===== config.mk =====
export PLATFORM = sky130hd
export DESIGN_NAME = mpm_space_map
export DESIGN_NICKNAME = d
export VERILOG_FILES = /design/src/mpm_pkg.sv /design/src/mpm_dec_if.sv /design/src/mpm_space_map.sv /design/src/mpm_addr_decode.sv
export SDC_FILE = /design/constraint.sdc
export NUM_CORES = 1
export LEC_CHECK = 0
export BUFFER_PORTS_ARGS = -buffer_cell sky130_fd_sc_hd__buf_2
export CAP_MARGIN = 20
export CORE_UTILIZATION = 25
export CTS_CLUSTER_SIZE = 25
export DETAILED_ROUTE_END_ITERATION = 10
export SETUP_SLACK_MARGIN = 0.1
export SYNTH_ARGS = -nofsm -noshare
export SYNTH_HDL_FRONTEND = slang
export SYNTH_SLANG_ARGS = --single-unit

===== constraint.sdc =====
create_clock -name mclk -period 7.9 [get_ports mclk]
set_clock_uncertainty 0.1 [all_clocks]
set_input_delay 1.58 -clock mclk [delete_from_list [all_inputs] [get_ports mclk]]
set_output_delay 1.58 -clock mclk [all_outputs]
set_load 0.01 [all_outputs]

===== src/mpm_pkg.sv =====
// constants shared by the program memory space map files
package mpm_pkg;

  // ---------------------------------------------------------------
  // widths
  // ---------------------------------------------------------------
  localparam int ADDR_W = 16;
  localparam int AXI_AW = 12;

  // ---------------------------------------------------------------
  // register offsets (byte addresses)
  // ---------------------------------------------------------------
  localparam logic [11:0] OFS_ROM_SIZE = 12'h000;
  localparam logic [11:0] OFS_RAM_SIZE = 12'h004;
  localparam logic [11:0] OFS_CTRL = 12'h008;
  localparam logic [11:0] OFS_STATUS = 12'h00c;
  localparam logic [11:0] OFS_REFUSED = 12'h010;

  // ---------------------------------------------------------------
  // values after reset
  // ---------------------------------------------------------------
  localparam logic [7:0] ROM_SIZE_RST = 8'hcf;
  localparam logic [7:0] RAM_SIZE_RST = 8'h0c;
  localparam logic [1:0] CTRL_RST = 2'h0;
  localparam logic [7:0] REFUSED_RST = 8'h00;

  // ---------------------------------------------------------------
  // field positions
  // ---------------------------------------------------------------
  localparam int CTRL_PROTECT_BIT = 0;
  localparam int CTRL_SWAP_BIT = 1;
  localparam int STAT_STICKY_BIT = 16;
  localparam int ROM_UNIT_SH = 12;
  localparam int RAM_UNIT_SH = 9;
  localparam int BLOCK_SH = 10;

  // ---------------------------------------------------------------
  // fixed address regions
  // ---------------------------------------------------------------
  localparam logic [3:0] RAM_SEL_NONE = 4'hc;
  localparam logic [15:0] VEC_TOP = 16'h003f;
  localparam logic [15:0] ONE_BYTE_TABLE_CALL_LO = 16'h0040;
  localparam logic [15:0] ONE_BYTE_TABLE_CALL_TOP = 16'h007f;
  localparam logic [15:0] OPT_LO = 16'h0080;
  localparam logic [15:0] OPT_TOP = 16'h0084;
  localparam logic [15:0] OPT_SWAP_LO = 16'h1080;
  localparam logic [15:0] OPT_SWAP_TOP = 16'h1084;
  localparam logic [15:0] TWO_BYTE_DIRECT_CALL_LO = 16'h0800;
  localparam logic [15:0] TWO_BYTE_DIRECT_CALL_TOP = 16'h0fff;
  localparam logic [15:0] BOOT0_TOP = 16'h0fff;
  localparam logic [15:0] SWAP_TOP = 16'h1fff;
  localparam logic [15:0] RAM_END = 16'hf7ff;
  localparam logic [15:0] RAM_CEIL = 16'hf800;
  localparam logic [15:0] HRAM_LO = 16'hfb00;
  localparam logic [15:0] HRAM_TOP = 16'hfeff;
  localparam logic [15:0] SFR_LO = 16'hff00;

  // ---------------------------------------------------------------
  // region codes
  // ---------------------------------------------------------------
  localparam logic [2:0] RG_NONE = 3'h0;
  localparam logic [2:0] RG_ROM = 3'h1;
  localparam logic [2:0] RG_XRAM = 3'h2;
  localparam logic [2:0] RG_HRAM = 3'h3;
  localparam logic [2:0] RG_SFR = 3'h4;

  localparam logic [1:0] RESP_OKAY = 2'h0;
  localparam logic [1:0] RESP_SLVERR = 2'h2;

endpackage


===== src/mpm_dec_if.sv =====
// signals between the register side and the address decoder
`timescale 1ns/10ps
interface mpm_dec_if;
  logic [15:0] addr;
  logic [7:0] romSel;
  logic [7:0] ramSel;
  logic swapOn;
  logic protectOn;
  logic [2:0] region;
  logic [5:0] block;
  logic inRom;
  logic vecHit;
  logic [4:0] vecIdx;
  logic vecHigh;
  logic resetVec;
  logic oneByteTableCallHit;
  logic [4:0] oneByteTableCallIdx;
  logic optHit;
  logic twoByteDirectCallOk;
  logic [15:0] physAddr;
  logic bootHit;
  logic overlap;
  modport dec (input addr, romSel, ramSel, swapOn, protectOn,
    output region, block, inRom, vecHit, vecIdx, vecHigh, resetVec, oneByteTableCallHit,
    oneByteTableCallIdx, optHit, twoByteDirectCallOk, physAddr, bootHit, overlap);
  modport user (output addr, romSel, ramSel, swapOn, protectOn,
    input region, block, inRom, vecHit, vecIdx, vecHigh, resetVec, oneByteTableCallHit,
    oneByteTableCallIdx, optHit, twoByteDirectCallOk, physAddr, bootHit, overlap);
endinterface


===== src/mpm_space_map.sv =====
// program memory space map: size registers, decoder and bus slave
`timescale 1ns/10ps
module mpm_space_map
  import mpm_pkg::*;
(
  input wire logic mclk,
  input wire logic rst_b,
  input wire logic [11:0] s_axi_awaddr,
  input wire logic s_axi_awvalid,
  output logic s_axi_awready,
  input wire logic [31:0] s_axi_wdata,
  input wire logic [3:0] s_axi_wstrb,
  input wire logic s_axi_wvalid,
  output logic s_axi_wready,
  output logic [1:0] s_axi_bresp,
  output logic s_axi_bvalid,
  input wire logic s_axi_bready,
  input wire logic [11:0] s_axi_araddr,
  input wire logic s_axi_arvalid,
  output logic s_axi_arready,
  output logic [31:0] s_axi_rdata,
  output logic [1:0] s_axi_rresp,
  output logic s_axi_rvalid,
  input wire logic s_axi_rready,
  input wire logic [15:0] cpuAddr,
  input wire logic cpuReq,
  input wire logic cpuWr,
  output logic [2:0] cpuRegion,
  output logic [5:0] cpuBlock,
  output logic cpuInRom,
  output logic cpuVecHit,
  output logic [4:0] cpuVecIdx,
  output logic cpuVecHigh,
  output logic cpuResetVec,
  output logic cpuOneByteTableCallHit,
  output logic [4:0] cpuOneByteTableCallIdx,
  output logic cpuOptHit,
  output logic cpuTwoByteDirectCallOk,
  output logic [15:0] cpuPhysAddr,
  output logic cpuWrRefused,
  output logic sizeOverlap
);

  // ---------------------------------------------------------------
  // state types
  // ---------------------------------------------------------------
  typedef enum logic [1:0] {
    BUS_IDLE = 2'b01,
    BUS_RESP = 2'b10
  } mpm_bus_e;

  typedef struct packed {
    logic [7:0] romSel;
    logic [7:0] ramSel;
    logic [1:0] ctrl;
    logic sticky;
    logic [7:0] refCnt;
    mpm_bus_e wst;
    logic awHave;
    logic wHave;
    logic [11:0] awAddr;
    logic [31:0] wData;
    logic [3:0] wStrb;
    logic awready;
    logic wready;
    logic bvalid;
    logic [1:0] bresp;
    logic arready;
    logic rvalid;
    logic [1:0] rresp;
    logic [31:0] rdata;
    logic [2:0] region;
    logic [5:0] block;
    logic inRom;
    logic vecHit;
    logic [4:0] vecIdx;
    logic vecHigh;
    logic resetVec;
    logic oneByteTableCallHit;
    logic [4:0] oneByteTableCallIdx;
    logic optHit;
    logic twoByteDirectCallOk;
    logic [15:0] physAddr;
    logic wrRefused;
    logic overlap;
  } mpm_state_s;

  localparam mpm_state_s ST_RST = '{
    romSel: ROM_SIZE_RST,
    ramSel: RAM_SIZE_RST,
    ctrl: CTRL_RST,
    sticky: 1'b0,
    refCnt: REFUSED_RST,
    wst: BUS_IDLE,
    awHave: 1'b0,
    wHave: 1'b0,
    awAddr: 12'h000,
    wData: 32'h0000_0000,
    wStrb: 4'h0,
    awready: 1'b1,
    wready: 1'b1,
    bvalid: 1'b0,
    bresp: RESP_OKAY,
    arready: 1'b1,
    rvalid: 1'b0,
    rresp: RESP_OKAY,
    rdata: 32'h0000_0000,
    region: RG_NONE,
    block: 6'h00,
    inRom: 1'b0,
    vecHit: 1'b0,
    vecIdx: 5'h00,
    vecHigh: 1'b0,
    resetVec: 1'b0,
    oneByteTableCallHit: 1'b0,
    oneByteTableCallIdx: 5'h00,
    optHit: 1'b0,
    twoByteDirectCallOk: 1'b0,
    physAddr: 16'h0000,
    wrRefused: 1'b0,
    overlap: 1'b0
  };

  mpm_state_s s_q;
  mpm_state_s s_d;
  mpm_dec_if dif ();

  // ---------------------------------------------------------------
  // address decoder
  // ---------------------------------------------------------------
  assign dif.addr = cpuAddr;
  assign dif.romSel = s_q.romSel;
  assign dif.ramSel = s_q.ramSel;
  assign dif.swapOn = s_q.ctrl[CTRL_SWAP_BIT];
  assign dif.protectOn = s_q.ctrl[CTRL_PROTECT_BIT];

  mpm_addr_decode u_dec (
    .dif(dif)
  );

  // ---------------------------------------------------------------
  // register read mux
  // ---------------------------------------------------------------
  function automatic logic [31:0] readWord(input mpm_state_s st, input logic [11:0] a);
    logic [31:0] v;
    v = 32'h0000_0000;
    case (a)
      OFS_ROM_SIZE: v = {24'h000000, st.romSel};
      OFS_RAM_SIZE: v = {24'h000000, st.ramSel};
      OFS_CTRL: v = {30'h0000_0000, st.ctrl};
      OFS_STATUS: v = {14'h0000, st.overlap, st.sticky, 5'h00, st.region, 2'h0, st.block};
      OFS_REFUSED: v = {24'h000000, st.refCnt};
      default: v = 32'h0000_0000;
    endcase
    return v;
  endfunction

  function automatic logic mapped(input logic [11:0] a);
    return a == OFS_ROM_SIZE || a == OFS_RAM_SIZE || a == OFS_CTRL
      || a == OFS_STATUS || a == OFS_REFUSED;
  endfunction

  // ---------------------------------------------------------------
  // next state
  // ---------------------------------------------------------------
  always_comb begin
    logic stickyClr;
    logic blocked;
    stickyClr = 1'b0;
    blocked = 1'b0;
    s_d = s_q;

    // -------------------------------------------------------------
    // write address and data, taken in either order
    // -------------------------------------------------------------
    if (s_q.awready && s_axi_awvalid) begin
      s_d.awHave = 1'b1;
      s_d.awAddr = s_axi_awaddr;
      s_d.awready = 1'b0;
    end
    if (s_q.wready && s_axi_wvalid) begin
      s_d.wHave = 1'b1;
      s_d.wData = s_axi_wdata;
      s_d.wStrb = s_axi_wstrb;
      s_d.wready = 1'b0;
    end

    case (s_q.wst)
      BUS_IDLE: begin
        if (s_d.awHave && s_d.wHave) begin
          s_d.awHave = 1'b0;
          s_d.wHave = 1'b0;
          s_d.bvalid = 1'b1;
          s_d.bresp = mapped(s_d.awAddr) ? RESP_OKAY : RESP_SLVERR;
          s_d.wst = BUS_RESP;
          case (s_d.awAddr)
            OFS_ROM_SIZE: begin
              if (s_d.wStrb[0]) begin
                s_d.romSel = s_d.wData[7:0];
              end
            end
            OFS_RAM_SIZE: begin
              if (s_d.wStrb[0]) begin
                s_d.ramSel = s_d.wData[7:0];
              end
            end
            OFS_CTRL: begin
              if (s_d.wStrb[0]) begin
                s_d.ctrl = s_d.wData[1:0];
              end
            end
            OFS_STATUS: begin
              stickyClr = s_d.wStrb[2] && s_d.wData[STAT_STICKY_BIT];
            end
            OFS_REFUSED: begin
              if (s_d.wStrb[0]) begin
                s_d.refCnt = 8'h00;
              end
            end
            default: begin
            end
          endcase
        end
      end
      BUS_RESP: begin
        if (s_axi_bready) begin
          s_d.bvalid = 1'b0;
          s_d.awready = 1'b1;
          s_d.wready = 1'b1;
          s_d.wst = BUS_IDLE;
        end
      end
      default: begin
        s_d.wst = BUS_IDLE;
        s_d.awready = 1'b1;
        s_d.wready = 1'b1;
        s_d.bvalid = 1'b0;
      end
    endcase

    // -------------------------------------------------------------
    // read channel, one read at a time
    // -------------------------------------------------------------
    if (s_q.arready && s_axi_arvalid) begin
      s_d.arready = 1'b0;
      s_d.rvalid = 1'b1;
      s_d.rdata = readWord(s_q, s_axi_araddr);
      s_d.rresp = mapped(s_axi_araddr) ? RESP_OKAY : RESP_SLVERR;
    end else if (s_q.rvalid && s_axi_rready) begin
      s_d.rvalid = 1'b0;
      s_d.arready = 1'b1;
    end

    // -------------------------------------------------------------
    // cpu access decode, registered on each request
    // -------------------------------------------------------------
    if (cpuReq) begin
      s_d.region = dif.region;
      s_d.block = dif.block;
      s_d.inRom = dif.inRom;
      s_d.vecHit = dif.vecHit;
      s_d.vecIdx = dif.vecIdx;
      s_d.vecHigh = dif.vecHigh;
      s_d.resetVec = dif.resetVec;
      s_d.oneByteTableCallHit = dif.oneByteTableCallHit;
      s_d.oneByteTableCallIdx = dif.oneByteTableCallIdx;
      s_d.optHit = dif.optHit;
      s_d.twoByteDirectCallOk = dif.twoByteDirectCallOk;
      s_d.physAddr = dif.physAddr;
    end
    s_d.overlap = dif.overlap;

    // -------------------------------------------------------------
    // boot cluster zero write protection
    // -------------------------------------------------------------
    blocked = cpuReq && cpuWr && dif.bootHit && dif.protectOn;
    s_d.wrRefused = blocked;
    if (stickyClr) begin
      s_d.sticky = 1'b0;
    end
    if (blocked) begin
      s_d.sticky = 1'b1;
      if (s_d.refCnt != 8'hff) begin
        s_d.refCnt = s_d.refCnt + 8'h01;
      end
    end
  end

  // ---------------------------------------------------------------
  // state register
  // ---------------------------------------------------------------
  always_ff @(posedge mclk or negedge rst_b) begin
    if (!rst_b) begin
      s_q <= ST_RST;
    end else begin
      s_q <= s_d;
    end
  end

  // ---------------------------------------------------------------
  // outputs
  // ---------------------------------------------------------------
  assign s_axi_awready = s_q.awready;
  assign s_axi_wready = s_q.wready;
  assign s_axi_bresp = s_q.bresp;
  assign s_axi_bvalid = s_q.bvalid;
  assign s_axi_arready = s_q.arready;
  assign s_axi_rdata = s_q.rdata;
  assign s_axi_rresp = s_q.rresp;
  assign s_axi_rvalid = s_q.rvalid;
  assign cpuRegion = s_q.region;
  assign cpuBlock = s_q.block;
  assign cpuInRom = s_q.inRom;
  assign cpuVecHit = s_q.vecHit;
  assign cpuVecIdx = s_q.vecIdx;
  assign cpuVecHigh = s_q.vecHigh;
  assign cpuResetVec = s_q.resetVec;
  assign cpuOneByteTableCallHit = s_q.oneByteTableCallHit;
  assign cpuOneByteTableCallIdx = s_q.oneByteTableCallIdx;
  assign cpuOptHit = s_q.optHit;
  assign cpuTwoByteDirectCallOk = s_q.twoByteDirectCallOk;
  assign cpuPhysAddr = s_q.physAddr;
  assign cpuWrRefused = s_q.wrRefused;
  assign sizeOverlap = s_q.overlap;

endmodule // mpm_space_map


===== src/mpm_addr_decode.sv =====
// combinational decode of a cpu address against the size settings
`timescale 1ns/10ps
module mpm_addr_decode
  import mpm_pkg::*;
(
  mpm_dec_if.dec dif
);
  logic [16:0] romLimit;
  logic [3:0] ramUnits;
  logic [15:0] ramBase;
  logic inRam;

  // ---------------------------------------------------------------
  // size limits
  // ---------------------------------------------------------------
  always_comb begin
    romLimit = {1'b0, dif.romSel[3:0], 12'h000};
    if (dif.ramSel[3:0] <= RAM_SEL_NONE) begin
      ramUnits = RAM_SEL_NONE - dif.ramSel[3:0];
    end else begin
      ramUnits = 4'h0;
    end
    ramBase = RAM_CEIL - {3'h0, ramUnits, 9'h000};
  end

  // ---------------------------------------------------------------
  // region and area decode
  // ---------------------------------------------------------------
  always_comb begin
    dif.inRom = {1'b0, dif.addr} < romLimit;
    inRam = (ramUnits != 4'h0) && (dif.addr >= ramBase) && (dif.addr <= RAM_END);
    dif.overlap = (ramUnits != 4'h0) && (romLimit > {1'b0, ramBase});
    if (dif.inRom) begin
      dif.region = RG_ROM;
    end else if (inRam) begin
      dif.region = RG_XRAM;
    end else if (dif.addr >= SFR_LO) begin
      dif.region = RG_SFR;
    end else if (dif.addr >= HRAM_LO && dif.addr <= HRAM_TOP) begin
      dif.region = RG_HRAM;
    end else begin
      dif.region = RG_NONE;
    end
    dif.block = dif.addr[15:BLOCK_SH];
    dif.vecHit = dif.addr <= VEC_TOP;
    dif.vecIdx = dif.addr[5:1];
    dif.vecHigh = dif.addr[0];
    dif.resetVec = dif.vecHit && (dif.addr[5:1] == 5'h00);
    dif.oneByteTableCallHit = dif.addr >= ONE_BYTE_TABLE_CALL_LO
      && dif.addr <= ONE_BYTE_TABLE_CALL_TOP;
    dif.oneByteTableCallIdx = dif.addr[5:1];
    dif.optHit = (dif.addr >= OPT_LO && dif.addr <= OPT_TOP)
      || (dif.swapOn && dif.addr >= OPT_SWAP_LO && dif.addr <= OPT_SWAP_TOP);
    dif.twoByteDirectCallOk = dif.addr >= TWO_BYTE_DIRECT_CALL_LO
      && dif.addr <= TWO_BYTE_DIRECT_CALL_TOP;
    dif.bootHit = dif.addr <= BOOT0_TOP;
    // boot swap exchanges the two lowest 4 KB clusters
    if (dif.swapOn && dif.addr <= SWAP_TOP) begin
      dif.physAddr = {dif.addr[15:13], ~dif.addr[12], dif.addr[11:0]};
    end else begin
      dif.physAddr = dif.addr;
    end
  end

endmodule // mpm_addr_decode


==> key figures <==
Status
  – Status: finished clean

Floorplan
  – DIE AREA: 22800 um^2
  – Die Span Y: 151 um
  – Chip width: 151 um
  – Cell Rows: 54
  – Core area: 21800 um^2
  – Num ports: 170
  – Initial core utilization: 25.5%

Critical path
  – Worst reg2reg setup slack: 4670 ps
  – Critical Path Fanout Max: 11
  – Worst r2r src: s_axi_awready
  – Worst Setup Path Type: input pin to flop
  – Required time of the critical path: 8090 ps
  – Worst r2r path cells: 9
  – Worst r2r dst: s_q[140]
  – Critical Path Source Type: input pin
  – Crit end category: flop
  – Worst path arrival time: 4240 ps

Detailed routing
  – Remaining DRCs: 0
  – Routed WL per cell: 14.0 um
  – Vias per cell: 4.38
  – Total Wirelength: 12300 um
  – DRT antenna net count: 0
  – 1st-iter DRT viols: 182
  – Total number of vias: 3844
  – Drt pass-1 iters: 6

CTS
  – Worst skew pair latency: 350 ps
  – # resized after CTS: 0
  – # H-tree levels: 3
  – Hold_buf cts: 0
  – TritonCTS clock tree: built
  – CTS max path bufs: 2
  – Root Buffer: clkbuf_16
  – CTS clk-pin slew, worst paths: 80 ps
  – CTS Buf Count: 9
  – Setup Buffers After CTS: 0
  – CTS Sinks: 102

Power
  – Peak supply drop: 0.0000929 V
  – Cell area power density: 173 nW/um^2
  – Final Total Pwr: 0.00109 W
  – Pleak: 3.03 nW

Finish
  – Area of the multi-input gates: 2390 um^2
  – Finished Cell Area: 6300 um^2
  – Fill cells: 2303
  – Final Util: 29.0%
  – Most frequent cells in the layout: buf_2 (122), dfrtp_1 (90), nand2_1 (41)
  – Share of cells above drive strength 1: 34.7%
  – P&R area growth vs syn: 13.7%
  – Most common cell after layout, fill and taps aside: buf_2
  – Fin nets: 691
  – Register area: 2570 um^2

Timing
  – Worst Tran Pin Value: 854 ps
  – Setup violators final: 0
  – Slew Limit Fails: 0
  – Relative slew margins: 42.9%
  – Final hold vios: 0
  – Final worst setup slack: 3850 ps
  – FMAX: 0.247 GHz
  – Crit path time final: 4050 ps
  – Setup TNS: 0 ps
  – Final Cycle Share: 51.3%
  – RSZ-0062 raised after global routing: false

Global route
  – Initial antenna violation count: 2
  – Grt total ovfl: 0
  – Vias in the first global route: 3644
  – First-pass GRT wire length: 19200 um
  – Largest net degree at the start of global routing: 55
  – GRT Overall Usage: 11.0%

Synthesis
  – Synth top area share: 40.6%
  – #FFs+latches synth: 102
  – Largest area contributor in the netlist: dfrtp_1
  – Ys async rst share: 100%
  – Ys flop type: dfrtp_1
  – Sequential area share after synthesis: 46.3%
  – Cell count after synthesis: 520
  – Largest cells by area after synthesis: dfrtp_1 (41%), buf_4 (9.7%), mux2_2 (7.7%)
  – Netlist cell types: 65
  – EDFF count, synth: 0
  – Mean Syn Cell Area: 10.7 um^2
  – Yosys warnings: 0
  – Post-synth design cell area: 5540 um^2

Worst hold path
  – Hold path cells: 2
  – WHS Endpoint: s_axi_rdata[17]
  – Worst min-delay path class: flop to flop
  – Hold path startpoint: s_axi_rdata[17]

Placement
  – Port Buffer Count: 123
  – Placed Area: 6000 um^2
  – DP Worst Slack: 3410 ps
  – Post-DP HPWL: 9330 um
  – Gpl congestion: 0.775

Job
  – Max cap viols: 0
-- per-layer routing --
metal  track usage, %  vias up  part of all wire, %
li1                 -     1881                    -
met1             14.3     1851                   46
met2             17.8      101                   48
met3             2.92        9                  5.4
met4             3.30        2                 0.81
met5                0        -                 0.11
-- synthesized netlist by cell type, types with 3 or more instances --
cell type,number
dfrtp_1,90
buf_4,72
nand2_1,41
mux2_2,38
nor2_1,30
a21oi_1,23
inv_1,19
mux2_1,17
o21ai_1,16
ha_1,15
mux2i_1,13
dfstp_2,12
nor2b_1,11
nor3_1,9
o21ai_0,8
nand3_1,7
a21o_1,6
clkbuf_1,6
nand4_1,5
nor4_1,5
a221oi_1,4
buf_2,4
o2bb2ai_1,4
or3_1,4
a22oi_1,3
and3_1,3
nand2b_1,3
xnor2_1,3
-- stage by stage --
stage | cells | hold WS, ps
floorplan | 540 | 349
global placement | 860 | 364
detailed placement | 860 | 371
CTS | 876 | 388
global route | 876 | 410
finish | 877 | 378
-- final cells by class --
class                           count  share of cell area, %
Sequential cell                   102                   40.7
Inverter                           20                   1.19
Multi-Input combinational cell    334                   37.9
Timing Repair Buffer              124                   9.92
Tap cell                          280                   5.56
Clock inverter                      7                   1.13
Antenna cell                        1                 0.0397
Clock buffer                        9                   3.57
-- power by group --
group | switching [W] | total, W | internal, W | leakage [nW]
Combinational | 0.0000574 | 0.0000962 | 0.0000388 | 1.56
Clock | 0.000224 | 0.000449 | 0.000225 | 0.140
Sequential | 0.00000951 | 0.000544 | 0.000534 | 1.33
-- logic make-up after synthesis --
family,count (synthesis),share of synthesized area (%)
compound gates,86,10.1
xor+xnor,4,0.632
fa+ha+maj,15,3.39
buf+inv,104,12.0
flops,102,46.3
mux,69,13.8
other cells,1,0.0676
simple gates,139,13.7
-- state kept, by name (all words and copies together), names as in the netlist, 3 cells and up --
name and count:
s_axi_rdata 13, s_q 36, cpuRegion 3, dif.ramSel 8, cpuBlock 6, cpuOneByteTableCallIdx 4
cpuPhysAddr 7, dif.romSel 8
-- worst max-delay path, cell delays in order --
cell and delay [ps]:
buf_2 110, nor4_1 300, nand2_1 130, o31ai_1 450, and4_1 520, nor2b_1 120, ha_1 250, nand4_1 190
o21ai_4 120, or3_1 350, a21oi_1 140
-- worst max-delay path by stage --
stage	from	slack, ps	cells after the start	end
finish	s_axi_awaddr[9]	3850	11	s_q[140]
floorplan	s_axi_awaddr[9]	4100	11	s_q[140]
detailed placement	s_axi_awaddr[9]	3410	11	s_q[140]
global route	s_axi_awaddr[9]	3540	11	s_q[140]
global placement	s_axi_wvalid	3440	11	s_q[143]
CTS	s_axi_awaddr[9]	3800	11	s_q[140]
No activity file was read; power rests on OpenSTA's default activity.
